## src/design/cmrt_pkg.sv

```systemverilog
// Constants shared by the compare match request timer and its prescaler
package cmrt_pkg;

  // ----------------------------------------------------------------
  // Register indices and byte addresses
  // ----------------------------------------------------------------
  localparam int ADDR_W = 12;
  localparam logic [ADDR_W-1:0] START_IDX = 12'h070;
  localparam logic [ADDR_W-1:0] CSR_IDX = 12'h072;
  localparam logic [ADDR_W-1:0] COUNTER_IDX = 12'h074;
  localparam logic [ADDR_W-1:0] CONST_IDX = 12'h076;
  // Byte address is four times the index
  localparam logic [ADDR_W-1:0] START_ADDR = START_IDX << 2;
  localparam logic [ADDR_W-1:0] CSR_ADDR = CSR_IDX << 2;
  localparam logic [ADDR_W-1:0] COUNTER_ADDR = COUNTER_IDX << 2;
  localparam logic [ADDR_W-1:0] CONST_ADDR = CONST_IDX << 2;

  // ----------------------------------------------------------------
  // Field positions
  // ----------------------------------------------------------------
  localparam int RUN_BIT = 0;
  localparam int START_RSV_BIT = 1;
  localparam int CKS_LO_BIT = 0;
  localparam int CKS_HI_BIT = 1;
  localparam int CSR_RSV_BIT = 6;
  localparam int FLAG_BIT = 7;

  // ----------------------------------------------------------------
  // Reset values
  // ----------------------------------------------------------------
  localparam logic [15:0] COUNTER_RST = 16'h0000;
  localparam logic [15:0] CONST_RST = 16'hffff;
  localparam logic [1:0] CKS_RST = 2'h0;

  // ----------------------------------------------------------------
  // Clock select codes and divider masks
  // ----------------------------------------------------------------
  localparam logic [1:0] CKS_DIV4 = 2'h0;
  localparam logic [1:0] CKS_DIV8 = 2'h1;
  localparam logic [1:0] CKS_DIV16 = 2'h2;
  localparam logic [1:0] CKS_DIV64 = 2'h3;
  localparam int DIV_W = 6;
  localparam logic [DIV_W-1:0] MASK_DIV4 = 6'h03;
  localparam logic [DIV_W-1:0] MASK_DIV8 = 6'h07;
  localparam logic [DIV_W-1:0] MASK_DIV16 = 6'h0f;
  localparam logic [DIV_W-1:0] MASK_DIV64 = 6'h3f;
  localparam logic [DIV_W-1:0] DIV_ONE = 6'h01;

  // ----------------------------------------------------------------
  // AHB-Lite encodings
  // ----------------------------------------------------------------
  localparam logic [1:0] HTRANS_NONSEQ = 2'h2;
  localparam logic HRESP_OKAY = 1'b0;

endpackage : cmrt_pkg

```

## src/design/cmrt_tick_if.sv

```systemverilog
// Carrier between the timer core and its prescaler
`timescale 1ns/1ps
`default_nettype none
interface cmrt_tick_if;
  logic [1:0] sel;
  logic run;
  logic tick;
  modport core (output sel, output run, input tick);
  modport prescaler (input sel, input run, output tick);
endinterface : cmrt_tick_if
`default_nettype wire

```

## src/design/cmrt_top.sv

```systemverilog
// Compare match request timer with AHB-Lite register slave
//
// Added by the designer: the address map and the AHB-Lite interface to the registers.
`timescale 1ns/1ps
`default_nettype none
module cmrt_top (
  input wire logic hclk,
  input wire logic hresetn,
  input wire logic hsel,
  input wire logic [31:0] haddr,
  input wire logic [1:0] htrans,
  input wire logic hwrite,
  input wire logic [2:0] hsize,
  input wire logic [31:0] hwdata,
  input wire logic hready,
  output logic hreadyout,
  output logic hresp,
  output logic [31:0] hrdata,
  input wire logic standby,
  output logic dma_req
);

  // ----------------------------------------------------------------
  // State
  // ----------------------------------------------------------------
  logic run_reg;
  logic start_rsv_reg;
  logic [1:0] cks_reg;
  logic csr_rsv_reg;
  logic flag_reg;
  logic flag_next;
  logic arm_reg;
  logic arm_next;
  logic [15:0] count_reg;
  logic [15:0] count_next;
  logic [15:0] const_reg;
  logic dma_req_reg;
  logic wr_pend_reg;
  logic rd_wait_reg;
  logic [cmrt_pkg::ADDR_W-1:0] addr_reg;
  logic [31:0] hrdata_reg;

  cmrt_tick_if tk ();

  // ----------------------------------------------------------------
  // Prescaler
  // ----------------------------------------------------------------
  // Standby stops the tick and restarts the divider; timer registers are left as they are
  assign tk.run = run_reg && !standby;
  assign tk.sel = cks_reg;

  cmrt_prescaler i_cmrt_prescaler (
    .hclk(hclk),
    .hresetn(hresetn),
    .tk(tk)
  );

  // ----------------------------------------------------------------
  // Bus decode
  // ----------------------------------------------------------------
  // Read data of each register, unused bits zero
  function automatic logic [15:0] read_mux(
    input logic [cmrt_pkg::ADDR_W-1:0] addr,
    input logic run,
    input logic srsv,
    input logic flag,
    input logic crsv,
    input logic [1:0] cks,
    input logic [15:0] cnt,
    input logic [15:0] cst
  );
    read_mux = '0;
    if (addr == cmrt_pkg::START_ADDR) begin
      read_mux[cmrt_pkg::RUN_BIT] = run;
      read_mux[cmrt_pkg::START_RSV_BIT] = srsv;
    end else if (addr == cmrt_pkg::CSR_ADDR) begin
      read_mux[cmrt_pkg::FLAG_BIT] = flag;
      read_mux[cmrt_pkg::CSR_RSV_BIT] = crsv;
      read_mux[cmrt_pkg::CKS_HI_BIT:cmrt_pkg::CKS_LO_BIT] = cks;
    end else if (addr == cmrt_pkg::COUNTER_ADDR) begin
      read_mux = cnt;
    end else if (addr == cmrt_pkg::CONST_ADDR) begin
      read_mux = cst;
    end
  endfunction : read_mux

  logic addr_ok;
  logic rd_req;
  logic wr_req;
  logic wr_start;
  logic wr_csr;
  logic wr_count;
  logic wr_const;
  logic rd_csr_done;
  logic [15:0] rd_value;

  // Only NONSEQ and SEQ carry a transfer; IDLE and BUSY must not start one
  assign addr_ok = hsel && hready && htrans[1];
  assign rd_req = addr_ok && !hwrite;
  assign wr_req = addr_ok && hwrite;
  assign wr_start = wr_pend_reg && (addr_reg == cmrt_pkg::START_ADDR);
  assign wr_csr = wr_pend_reg && (addr_reg == cmrt_pkg::CSR_ADDR);
  assign wr_count = wr_pend_reg && (addr_reg == cmrt_pkg::COUNTER_ADDR);
  assign wr_const = wr_pend_reg && (addr_reg == cmrt_pkg::CONST_ADDR);
  assign rd_csr_done = rd_wait_reg && (addr_reg == cmrt_pkg::CSR_ADDR);
  assign rd_value = read_mux(addr_reg, run_reg, start_rsv_reg, flag_reg, csr_rsv_reg, cks_reg,
                             count_reg, const_reg);

  // Reads take one wait state so a write just before is already visible
  assign hreadyout = !rd_wait_reg;
  assign hresp = cmrt_pkg::HRESP_OKAY;
  assign hrdata = hrdata_reg;

  // Address phase capture
  always_ff @(posedge hclk or negedge hresetn) begin
    if (!hresetn) begin
      wr_pend_reg <= 1'b0;
      rd_wait_reg <= 1'b0;
      addr_reg <= '0;
    end else begin
      wr_pend_reg <= wr_req;
      rd_wait_reg <= rd_req;
      if (addr_ok) begin
        addr_reg <= haddr[cmrt_pkg::ADDR_W-1:0];
      end
    end
  end

  // Read data held until the next read
  always_ff @(posedge hclk or negedge hresetn) begin
    if (!hresetn) begin
      hrdata_reg <= '0;
    end else if (rd_wait_reg) begin
      hrdata_reg <= {16'h0000, rd_value};
    end
  end

  // ----------------------------------------------------------------
  // Control registers
  // ----------------------------------------------------------------
  // Writes apply the whole word; unused bits are simply not stored
  always_ff @(posedge hclk or negedge hresetn) begin
    if (!hresetn) begin
      run_reg <= 1'b0;
      start_rsv_reg <= 1'b0;
      cks_reg <= cmrt_pkg::CKS_RST;
      csr_rsv_reg <= 1'b0;
    end else begin
      if (wr_start) begin
        run_reg <= hwdata[cmrt_pkg::RUN_BIT];
        start_rsv_reg <= hwdata[cmrt_pkg::START_RSV_BIT];
      end
      if (wr_csr) begin
        cks_reg <= hwdata[cmrt_pkg::CKS_HI_BIT:cmrt_pkg::CKS_LO_BIT];
        csr_rsv_reg <= hwdata[cmrt_pkg::CSR_RSV_BIT];
      end
    end
  end

  // ----------------------------------------------------------------
  // Counter and compare
  // ----------------------------------------------------------------
  logic tick;
  logic at_match;
  logic match_pulse;
  logic flag_clr;

  assign tick = tk.tick;
  assign at_match = (count_reg == const_reg);
  // Equality alone does nothing; the next tick ends the matching count
  assign match_pulse = tick && at_match;

  // Software write beats a tick in the same cycle
  always_comb begin
    count_next = count_reg;
    if (wr_count) begin
      count_next = hwdata[15:0];
    end else if (match_pulse) begin
      count_next = cmrt_pkg::COUNTER_RST;
    end else if (tick) begin
      count_next = count_reg + 16'h0001;
    end
  end

  always_ff @(posedge hclk or negedge hresetn) begin
    if (!hresetn) begin
      count_reg <= cmrt_pkg::COUNTER_RST;
      const_reg <= cmrt_pkg::CONST_RST;
    end else begin
      count_reg <= count_next;
      if (wr_const) begin
        const_reg <= hwdata[15:0];
      end
    end
  end

  // ----------------------------------------------------------------
  // Match flag with read-before-clear
  // ----------------------------------------------------------------
  // Arming happens when software has seen the flag as one
  assign flag_clr = wr_csr && !hwdata[cmrt_pkg::FLAG_BIT] && arm_reg;

  // A new match in the clearing cycle keeps the flag set
  always_comb begin
    flag_next = flag_reg;
    arm_next = arm_reg;
    if (match_pulse) begin
      flag_next = 1'b1;
    end else if (flag_clr) begin
      flag_next = 1'b0;
    end
    if (flag_clr) begin
      arm_next = 1'b0;
    end else if (rd_csr_done && flag_reg) begin
      arm_next = 1'b1;
    end
  end

  always_ff @(posedge hclk or negedge hresetn) begin
    if (!hresetn) begin
      flag_reg <= 1'b0;
      arm_reg <= 1'b0;
      dma_req_reg <= 1'b0;
    end else begin
      flag_reg <= flag_next;
      arm_reg <= arm_next;
      dma_req_reg <= match_pulse;
    end
  end

  // One-cycle request per match
  assign dma_req = dma_req_reg;
endmodule : cmrt_top
`default_nettype wire

```

## src/design/cmrt_prescaler.sv

```systemverilog
// Prescaler that makes the selected counting enable pulse
`timescale 1ns/1ps
`default_nettype none
module cmrt_prescaler (
  input wire logic hclk,
  input wire logic hresetn,
  cmrt_tick_if.prescaler tk
);

  // ----------------------------------------------------------------
  // Divider mask for each clock select code
  // ----------------------------------------------------------------
  function automatic logic [cmrt_pkg::DIV_W-1:0] div_mask(input logic [1:0] sel);
    unique case (sel)
      cmrt_pkg::CKS_DIV4: div_mask = cmrt_pkg::MASK_DIV4;
      cmrt_pkg::CKS_DIV8: div_mask = cmrt_pkg::MASK_DIV8;
      cmrt_pkg::CKS_DIV16: div_mask = cmrt_pkg::MASK_DIV16;
      cmrt_pkg::CKS_DIV64: div_mask = cmrt_pkg::MASK_DIV64;
    endcase
  endfunction : div_mask

  logic [cmrt_pkg::DIV_W-1:0] div_reg;
  logic [cmrt_pkg::DIV_W-1:0] div_next;
  logic [cmrt_pkg::DIV_W-1:0] mask;

  // Divider restarts while halted, so the first tick is a full period
  assign div_next = tk.run ? div_reg + cmrt_pkg::DIV_ONE : '0;
  assign mask = div_mask(tk.sel);
  assign tk.tick = tk.run && ((div_reg & mask) == mask);

  // Divider counter, cleared while halted
  always_ff @(posedge hclk or negedge hresetn) begin
    if (!hresetn) begin
      div_reg <= '0;
    end else begin
      div_reg <= div_next;
    end
  end

endmodule : cmrt_prescaler
`default_nettype wire

```

## config.mk

```make
export PLATFORM = sky130hd
export DESIGN_NAME = cmrt_top
export DESIGN_NICKNAME = d
export VERILOG_FILES = /design/src/design/cmrt_pkg.sv /design/src/design/cmrt_tick_if.sv /design/src/design/cmrt_top.sv /design/src/design/cmrt_prescaler.sv
export SDC_FILE = /design/constraint.sdc
export NUM_CORES = 1
export LEC_CHECK = 0
export BUFFER_PORTS_ARGS = -buffer_cell sky130_fd_sc_hd__buf_2
export CAP_MARGIN = 0
export CORE_MARGIN = 2
export CORE_UTILIZATION = 40
export CTS_CLUSTER_SIZE = 12
export DETAILED_ROUTE_END_ITERATION = 12
export GPL_TIMING_DRIVEN = 0
export PLACE_DENSITY = 0.72
export SYNTH_ARGS = -nofsm -noshare
export SYNTH_HDL_FRONTEND = slang
export SYNTH_SLANG_ARGS = --single-unit
```

## constraint.sdc

```tcl
create_clock -name hclk -period 1.9 [get_ports hclk]
set_clock_uncertainty 0.05 [all_clocks]
set_input_delay 0.475 -clock hclk [delete_from_list [all_inputs] [get_ports hclk]]
set_output_delay 0.475 -clock hclk [all_outputs]
set_load 0.005 [all_outputs]
```

* Yosys cells after proc, flatten, opt, wreduce, memory -nomap -nowiden
Index checks and enable logic that the tools add are counted.
Word-level totals: word-level logic and storage cells 66, register bits after elaboration 76, input port bits 75, bits in read-only memories 0, memory bits (writable) 0, output and inout port bits 35, memories 0, bits in latches 0
Operators by class: equality and inequality tests 9, order comparisons 0, multiplexer cells 17, reduce and logical (&&, ||, !) cells 23, bitwise operators 1, divide/modulo/power cells 0, $mul 0, shifts and indexed selects 0, $add $sub $neg 2
Operators by type and width (count):
- 16-bit 2-to-1 mux | 5
- 12-bit by 9-bit equality test with 1-bit output, second input constant | 4
- 6-bit case mux with 4 select lines | 1
- 16-bit by 1-bit adder with 16-bit output, second input constant | 1
- 16-bit equality test | 1
- 1-bit logical AND | 15
- 14-bit 2-to-1 mux | 1
- 8-bit 2-to-1 mux | 1
- 6-bit by 1-bit adder with 6-bit output, second input constant | 1
- 6-bit bitwise AND | 1
- 6-bit equality test | 1
- 2-bit 2-to-1 mux | 3
- 6-bit 2-to-1 mux | 1
- 2-bit equality test, second input constant | 2
- 1-bit zero test | 4
- 1-bit 2-to-1 mux | 4
- 4-bit 2-to-1 mux | 1
- 2-bit nonzero test | 2
- 3-bit nonzero test | 1
- 2-bit by 1-bit equality test with 1-bit output, second input constant | 1
- 2-bit zero test | 1

* Depth between registers and ports, before layout
Gate-level depths: netlist of the first run.
depth after elaboration 8, gate-level depth with buffers 9, gate-level depth less buffers 7

* By module
From an unflattened synthesis of the first run, not the netlist that was laid out.
Unflattened totals: cells, all modules 362, area, all modules 3913.8 um^2
Modules (own cells, without submodules):
- cmrt_top | times used 1, cells an instance 335, seq. area each 1771.7 um^2, area each 3622.2 um^2
- cmrt_prescaler | times used 1, cells an instance 27, seq. area each 150.1 um^2, area each 291.5 um^2

* Worst setup path after synthesis of the first run
Ideal clock, no wire load.
kind register to register, start reg addr_reg[0] (netlist name), end reg const_reg[10], arrival 1852 ps, library setup time 82 ps, period minus slack after synthesis 1984 ps, cell stages (with the launch flop) 8, path slack -84 ps, buffers on the path 2, required time 1768 ps, cell sequence dfrtp_1 nor4_1 and4b_1 buf_2 nand2_1 nor2_2 buf_2 mux2_2
On the way: cells in the longest elaborated chain, start to end 2
Ends and longest elaborated chain:
- from (decl) | line cmrt_top.sv:40 | logic [cmrt_pkg::ADDR_W-1:0] addr_reg;
- from (signal assigned) | line cmrt_top.sv:124 | addr_reg <= haddr[cmrt_pkg::ADDR_W-1:0];
- 12-bit by 9-bit equality test with 1-bit output | line cmrt_top.sv:104 | assign wr_const = wr_pend_reg && (addr_reg == cmrt_pkg::CONST_ADDR);
- 1-bit logical AND | line cmrt_top.sv:104
- to (signal assigned) | line cmrt_top.sv:188 | const_reg <= cmrt_pkg::CONST_RST;
- to (signal assigned) | line cmrt_top.sv:192 | const_reg <= hwdata[15:0];
- to (decl) | line cmrt_top.sv:36 | logic [15:0] const_reg;
No other way between the ends. A chain may end at the register's enable or synchronous reset.

* Worst setup path after layout of the first run
start reg const_reg[13], end reg count_reg[0]
On the way: cells in the longest elaborated chain, start to end 4, elaborated cells between the ends (all ways) 5, classes of those cells eq/ne (1); mux (2); reduce/logical (2)
Ends and longest elaborated chain:
- 16-bit equality test (*) | line cmrt_top.sv:169 | assign at_match = (count_reg == const_reg);
- 1-bit logical AND (*) | line cmrt_top.sv:171 | assign match_pulse = tick && at_match;
- 16-bit 2-to-1 mux | line cmrt_top.sv:178 | end else if (match_pulse) begin
- 16-bit 2-to-1 mux | line cmrt_top.sv:176 | if (wr_count) begin
- to (signal assigned) | line cmrt_top.sv:187 | count_reg <= cmrt_pkg::COUNTER_RST;
- to (signal assigned) | line cmrt_top.sv:190 | count_reg <= count_next;
- to (decl) | line cmrt_top.sv:34 | logic [15:0] count_reg;
Mark *: on every way between the ends. The rest lies on a longest branch, timed or not.

==> results of run 1 <==
[stage by stage]
stage,instance area (µm²),util
final,5020,0.538
after global routing,5020,0.538
after CTS,4920,0.528
after detailed placement,4400,0.471
after global placement,4370,0.468
after floorplan,3950,-
[critical path: cells and delay by family (launching register included)]
| kind | cells | cell delay [ns] |
|---|---|---|
| DFF | 1 | 0.57 |
| buffers and inverters | 3 | 0.44 |
| and+or+nand+nor | 3 | 0.53 |
| AOI/OAI and AO/OA | 2 | 0.21 |
| xor gates and xnor gates | 1 | 0.12 |
[cell families after synthesis]
| logic type | synth area share |
|---|---|
| AND/OR/NAND/NOR | 0.145 |
| flip-flops | 0.496 |
| AO/OA/AOI/OAI | 0.0997 |
| XOR/XNOR | 0.0452 |
| adder cells (fa/ha/maj) | 0.00645 |
| multiplexers | 0.144 |
| buffers and inverters | 0.0626 |
| other | 0.000967 |
[per-layer routing]
metal | GRT usage | up-vias
met5 | 0 | -
met4 | 0.0605 | 0
met3 | 0.0513 | 22
met2 | 0.291 | 110
met1 | 0.233 | 1442
li1 | - | 1433
[worst paths after layout]
kind | slack [ns] | endpoint | cells past startpoint
setup / recovery | -0.12 | count_reg[0]$_DFFE_PN0P_ | 9
hold / removal | 0.23 | rd_wait_reg$_DFF_PN0_ | 2
setup reg to reg | -0.12 | count_reg[0]$_DFFE_PN0P_ | 9
hold reg to reg | 0.41 | i_cmrt_prescaler.div_reg[0]$_DFF_PN0_ | 1
max in group asynchronous | 0.67 | const_reg[4]$_DFFE_PN1P_ | 3
min in group asynchronous | 0.52 | dma_req$_DFF_PN0_ | 2
[cells in the final DEF, fill, tap and decap left out, types with 3 or more instances in the layout]
| cell type | synthesis | routed |
|---|---|---|
| sky130_fd_sc_hd__buf_6 | 0 | 10 |
| sky130_fd_sc_hd__o21ai_0 | 18 | 12 |
| sky130_fd_sc_hd__clkbuf_1 | 12 | 3 |
| sky130_fd_sc_hd__buf_2 | 8 | 55 |
| sky130_fd_sc_hd__a31oi_1 | 12 | 12 |
| sky130_fd_sc_hd__nor2_1 | 28 | 27 |
| sky130_fd_sc_hd__nand2_1 | 16 | 15 |
| sky130_fd_sc_hd__xnor2_1 | 18 | 15 |
| sky130_fd_sc_hd__conb_1 | 1 | 17 |
| sky130_fd_sc_hd__nor4_2 | 0 | 3 |
| sky130_fd_sc_hd__dfrtp_1 | 60 | 55 |
| sky130_fd_sc_hd__o21ai_1 | 0 | 6 |
| sky130_fd_sc_hd__mux2_4 | 0 | 15 |
| sky130_fd_sc_hd__nor2b_1 | 4 | 4 |
| sky130_fd_sc_hd__buf_4 | 17 | 29 |
| sky130_fd_sc_hd__nand3_1 | 11 | 10 |
| sky130_fd_sc_hd__dfstp_2 | 16 | 16 |
| sky130_fd_sc_hd__nand3b_1 | 5 | 5 |
| sky130_fd_sc_hd__clkbuf_8 | 0 | 12 |
| sky130_fd_sc_hd__nand4_1 | 7 | 7 |
| sky130_fd_sc_hd__and3_1 | 4 | 3 |
| sky130_fd_sc_hd__xnor2_2 | 0 | 3 |
| sky130_fd_sc_hd__mux2_2 | 35 | 20 |
| sky130_fd_sc_hd__dfrtp_2 | 0 | 5 |
| sky130_fd_sc_hd__a21oi_1 | 10 | 9 |
| sky130_fd_sc_hd__nand2b_1 | 3 | 3 |
| sky130_fd_sc_hd__o2bb2ai_1 | 12 | 12 |
| sky130_fd_sc_hd__mux2i_1 | 12 | 12 |
| sky130_fd_sc_hd__nand4b_1 | 3 | 3 |
| sky130_fd_sc_hd__inv_1 | 7 | 6 |
[cell usage after synthesis (all sizes together) (2+ instances only)]
cell type  instances
a21oi             10
nand3             11
o21ai             18
nand3b             5
nor3               2
inv                7
ha                 2
nand2b             3
a31oi             12
or3                4
and3               6
mux2i             12
mux2              35
nand4b             3
nand4              7
and2               2
clkbuf            12
nor4               4
a22o               2
nor2              29
buf               26
mux4               2
nor2b              4
o2bb2ai           12
xor2               2
dfrtp             60
xnor2             18
dfstp             16
nand2             16
[report_power, final]
part | internal (mW) | switching, mW | leakage [nW]
Combinational | 0.222 | 0.212 | 1.22
Sequential | 1.69 | 0.0641 | 0.922
Clock | 0.775 | 0.613 | 0.116
[area by class of cell]
cell class | count | area, µm²
clock buffer | 10 | 138
inverter | 7 | 26.3
timing repair buffer | 72 | 474
tap | 129 | 161
multi-input combinational | 251 | 1930
sequential | 76 | 1930
fill | 822 | 4310
clock inverter | 6 | 87.6
buffer | 35 | 274
[timing repair]
item,4_1_cts,5_1_grt
endpoints found under the hold margin,17,0
pin swaps,17,13
hold buffers,1,0
resized for setup,53,36
gates cloned,1,2
setup buffers,13,3
setup endpoints to repair,50,49
==> results.txt, run 1 <==
The leakage power figure came out at 2.26 nW. The number of clock buffers added by TritonCTS is 9. The synthesized instance count is 356.

The via count of the first global-routing pass is 2998. On the final layout, the worst hold slack is 0.232 ns. The final critical-path setup slack came out at -0.120 ns.

The clock input transition at the sequential cells of the worst setup and hold paths is 0.08 ns. The final instance count without filler cells came out at 586. The number of vias after detailed routing came out at 3007. The number of H-tree levels is 3.

The area added between synthesis and finish is 29.5%. The tightest min-delay check is of the input port to flop type. The horizontal die dimension came out at 102 µm. In this run the most critical hold path is launched from hwrite. The longest individual stage delay on the worst path is 0.57 ns.

The number of placed cells counting well taps is 554. The total track usage is 0.180. The overflow left after global routing came out at 0. The number of top-level pins is 110. The final RePlAce weighted congestion came out at 0.913. In the final routed layout, each cell accounts on average for 16.2 µm. For this run, the detailed router's first-pass iteration total came to 5. The met2 wire length is 4.55 mm.

The total of buffers placed on input and output ports is 52. The maximum fanout along the worst path is 7. The post-synthesis average cell area is 10.9 µm².

The routed length on met3 came out at 726 µm. The global-route wire length before repair is 14.7 mm. The fraction of final layout cells sized beyond drive strength 1 came out at 0.438. The aggregate negative setup slack is -1.35 ns. The remaining number of nets flagged by the antenna check after routing came out at 0. The routed length on met1 came out at 4.02 mm. The area enclosed by the die boundary came out at 10500 µm². After the last flow step, the layout net total stands at 529. Counting stages on the worst path, the most repeated cell is sky130_fd_sc_hd__a21oi_1. For this run, the leading register cell type out of synthesis is sky130_fd_sc_hd__dfrtp_1.

The worst setup path is launched from a flop. In this run the top signal layer used is met4. The share of the clock period used by the worst path came out at 1.06. The data arrival at the endpoint of the critical path came out at 2.21 ns. VDD sags by at most 0.000443 V. The number of warnings issued by yosys came out at 0.

The clock tree buffer depth came out at 2. The number of different library cells in the post-synthesis netlist is 48. Yosys mapped a number of flops with a built-in enable equal to 0. The clock period minus final worst setup slack is 2.02 ns.

The pin count of the biggest net entering global routing came out at 53. The number of DRC violations after detailed-routing iteration 0 is 243. The flow ran to the end, but the final reports show violations.

Measured against its own limit, the worst slew margin works out to 0.591. The synthesis-stage register bit count came out at 76. The sum of routed wire length over all layers is 9.50 mm. OpenSTA, run right after detailed placement, puts the worst setup slack at -0.342 ns. The achievable frequency is 495 MHz.

The clock tree root buffer cell is sky130_fd_sc_hd__clkbuf_8. The number of antenna violations at the first check in global routing is 0. The critical path is of the flop to flop type. The CTS sink count is 76. The data required time of the worst path is 2.10 ns. Max-cap violations in this run came to 0. At the pin with the least slew margin, the transition time is 0.614 ns.

The initial cell density of the core came out at 0.416. The total chip power came out at 3.58 mW. Setup repair after global routing could not meet its margin everywhere. The critical path endpoint category is a flop. The fraction of registers with async set/reset is 1.00. The share of synthesized area in the top cell type comes to 0.387. Summed over all instances, the cell type with the most area after synthesis is sky130_fd_sc_hd__dfrtp_1. Dividing total power by cell area gives a power density of 713 nW/µm². The checks that failed: setup timing.

The number of cell rows is 35. The per-cell via count in the routed design came out at 5.13. The final routed DRC violation total came out at 0. The total half-perimeter wirelength after legalization and detailed placement is 6.22 mm. TritonCTS built the clock tree. The repair_antennas step left the layout with diodes totalling 0. In this run the critical register-to-register path is launched from const_reg[13]$_DFFE_PN1P_. The fraction of the yosys area taken by sequential cells is 0.496. The total area inside the core boundary comes to 9330 µm². Summing every instance area after synthesis gives 3880 µm². Setup violations remaining at the end of the flow were counted as 26. The slowest stage of the critical path is the sky130_fd_sc_hd__dfstp_2 cell.

The hold violation count in the final report is 0. Ranked by total cell area, the synthesized netlist is headed by sky130_fd_sc_hd__dfrtp_1 39%, sky130_fd_sc_hd__dfstp_2 11%, sky130_fd_sc_hd__mux2_2 10%, sky130_fd_sc_hd__xnor2_1 4.1%, sky130_fd_sc_hd__buf_4 3.3%. In this run the vertical extent of the chip is 102 µm. The max-slew violation count came out at 0. The origin of the worst setup path is const_reg[13]$_DFFE_PN1P_. The critical path goes through xnor2_2 -> nand4_1 -> nor4_2 -> buf_4 -> buf_6 -> buf_12 -> nor3_2 -> a21oi_1 -> a21oi_1. The clock latency of the later-clocked register in the worst-skew pair came out at 0.36 ns.
Power figures use the tool's default switching activity.
==> run 2: changes to the inputs <==
Settings changed: GPL_ROUTABILITY_DRIVEN set to 0, REMOVE_ABC_BUFFERS set to 1.
==> run 2 against run 1 <==
Against the previous run:
- the flow still finishes with violations (setup timing)
- final cell count fell by 4.9%
- utilization is 2.1 points lower
- non-clock buffer count fell by 30
- hold slack got worse by 0.011 ns
- total power shrank 5.6%
- count of clock-buffer cells in the layout grew 1
- maximum frequency fell by 3.0%
- flip-flop and latch count unchanged
- worst setup slack lost 0.062 ns
- via count shrank 1.8%
- critical endpoint is now count_reg[13]$_DFFE_PN0P_
- largest cell class unchanged
- largest power group unchanged
==> results.txt, run 2 (synthesized netlist as in run 1, its figures left out) <==
The total number of cells along the worst setup path is 7 (-2). The worst slack at placement came to -1.01 ns (-0.671 ns). The final-report setup violation count came out at 15 (-42%).

The summed area of non-filler cells in the final layout is 4830 µm² (-3.8%). The total buffers and inverters traversed by the critical path is 1 (-2). The number of fill cells in the layout is 833 (+1.3%).

The cell with the largest stage delay on the worst path is sky130_fd_sc_hd__dfstp_2. The transition time of the tightest slew-check pin came to 0.591 ns (-0.0236 ns). The final critical-path setup slack is -0.181 ns (-0.0618 ns). The path class of the tightest hold or removal check is input port to flop. The clock period minus final worst setup slack came out at 2.08 ns (+0.0618 ns). The per-cell via count in the routed design came out at 5.30 (+3.4%). The fraction of final layout cells sized beyond drive strength 1 is 0.416 (-0.0217). The total chip power is 3.38 mW (-5.6%). The share of the clock period used by the worst path came to 1.10 (+0.0325). The final routed DRC violation total was 0 (unchanged).

The number of antenna diodes came to 0 (unchanged). The longest individual stage delay on the worst path is 0.56 ns (about the same). The total track usage came out at 0.178 (-0.00250). The clock tree root buffer cell is sky130_fd_sc_hd__clkbuf_8. From synthesis to final layout, the design area changed by 24.6%. The leakage power figure is 2.09 nW (-7.2%). The number of DRC violations after detailed-routing iteration 0 came out at 133 (-45%). The final core utilization came out at 0.518 (-0.0207). Leaving out fill and tap cells, the most frequent cell in the layout is sky130_fd_sc_hd__dfrtp_1.

The total half-perimeter wirelength after legalization and detailed placement was 5.60 mm (-10%). The final reports fail on setup timing. The number of detailed-routing iterations run before antenna repair is 4 (-1). The max-slew violation count is 0 (unchanged). The headroom to the max-slew limit is 0.605 (+0.0146). The total power divided by cell area is 700 nW/µm² (-1.8%).

The critical path endpoint category is a flop. The area enclosed by the die boundary came to 10500 µm² (unchanged). The worst setup path is of the flop to flop kind. The sum of routed wire length over all layers came to 9.25 mm (-2.6%). The hold path startpoint is hwrite. The number of cells on the worst reg-to-reg path is 7 (-2). The final worst hold slack is 0.221 ns (-0.0110 ns).

The number of cell rows came to 35 (unchanged). The number of top-level pins came out at 110 (unchanged). The placed instance area is 4190 µm² (-4.8%). The total of buffers placed on input and output ports is 52 (unchanged). The critical path goes through xnor2_1 -> nand4_1 -> nor4_4 -> buf_6 -> and2_4 -> and3b_1 -> o22a_1. The count of cells along the worst hold path is 2 (unchanged). The overflow left after global routing was 0 (unchanged). The minimum setup slack among reg-to-reg paths came out at -0.18 ns (-0.06 ns).

The number of vias after detailed routing is 2954 (-1.8%). In the layout the commonest cells are 54 x sky130_fd_sc_hd__dfrtp_1, 51 x sky130_fd_sc_hd__buf_2, 26 x sky130_fd_sc_hd__nor2_1. The kind of cell with the highest combined delay along the critical path is simple AND/OR/NAND/NOR gates. Setup repair after global routing could not meet its margin everywhere.

The number of antenna violations at the first check in global routing is 1 (+1). The via count of the first global-routing pass came out at 2904 (-3.1%). The count of max-cap constraint violations came out at 0 (unchanged). The routed length per instance came to 16.6 µm (+2.4%). In this run the critical register-to-register path is launched from const_reg[13]$_DFFE_PN1P_.

The data required time of the worst path was 2.10 ns (about the same). The remaining number of nets flagged by the antenna check after routing came out at 0 (unchanged). The number of buffers created by CTS came out at 9 (unchanged). The horizontal die dimension is 102 µm (unchanged). The endpoint identified for the worst register-to-register timing path is count_reg[13]$_DFFE_PN0P_. The die height was 102 µm (unchanged). The maximum vdd drop is 0.000466 V (+5.4%). The clock input transition at the sequential cells of the worst setup and hold paths is 0.08 ns (about the same). The maximum fanout along the worst path came to 4 (-3). The hold violation count in the final report was 0 (unchanged).

The worst hold path terminates at rd_wait_reg$_DFF_PN0_. The initial cell density of the core came out at 0.416 (unchanged). The data arrival at the endpoint of the critical path is 2.28 ns (+0.07 ns). The global-route wire length before repair came out at 14.5 mm (-1.4%).

The core footprint came out at 9330 µm² (unchanged). The number of nets in the layout came out at 500 (-5.5%). The CTS sink count came out at 76 (unchanged). The number of H-tree levels is 3 (unchanged). STA classifies the critical path startpoint as a flop. The CTS tree is built.

The pin count of the biggest net entering global routing came to 73 (+38%). The clock latency of the later-clocked register in the worst-skew pair came out at 0.35 ns (about the same). The flow ran to the end, but the final reports show violations. The achievable frequency is 480 MHz (-3.0%). The clock tree buffer depth is 2 (unchanged).
[run 2: worst max-delay path by stage]
stage,endpoint,startpoint,slack (ns)
after global placement,count_reg[9]$_DFFE_PN0P_,const_reg[8]$_DFFE_PN1P_,-2.36
final,count_reg[13]$_DFFE_PN0P_,const_reg[13]$_DFFE_PN1P_,-0.18
after detailed placement,count_reg[13]$_DFFE_PN0P_,addr_reg[0]$_DFFE_PN0P_,-1.01
after floorplan,count_reg[9]$_DFFE_PN0P_,const_reg[13]$_DFFE_PN1P_,-1.19
after global routing,count_reg[13]$_DFFE_PN0P_,const_reg[13]$_DFFE_PN1P_,-0.24
after CTS,count_reg[13]$_DFFE_PN0P_,const_reg[7]$_DFFE_PN1P_,-0.16
[run 2: report_power, final]
group	switching [mW]	total [mW]	internal (mW)
registers	0.129	1.83	1.70
logic	0.142	0.329	0.188
clock network	0.590	1.23	0.636
[run 2: through the flow]
step,TNS (ns),instances
after global routing,-4.19,557
after CTS,-0.542,548
after floorplan,-18.79,334
after global placement,-57.75,515
final,-1.40,557
after detailed placement,-29.19,517
[run 2: timing repair]
action                     CTS  global route
setup endpoints to repair   55            51
hold endpoints to repair     4             0
setup buffers               13             7
gates cloned                 1             2
resized for setup           24            43
hold buffers                 1             0
pin swaps                    8            23
[run 2: area by class of cell]
class                      count  area (µm²)  area share
multi-input combinational    252        1970       0.409
sequential                    76        1930       0.400
timing repair buffer          77         537       0.111
tap                          129         161      0.0334
clock buffer                  11         141      0.0293
clock inverter                 5        52.6      0.0109
inverter                       7        30.0     0.00622
[run 2: metal layers]
metal	wire length [µm]	track usage	share of wire
met1	3840	0.221	0.42
met2	4550	0.292	0.49
met3	658	0.0629	0.071
met4	187	0.0523	0.020
met5	13	0	0.0014
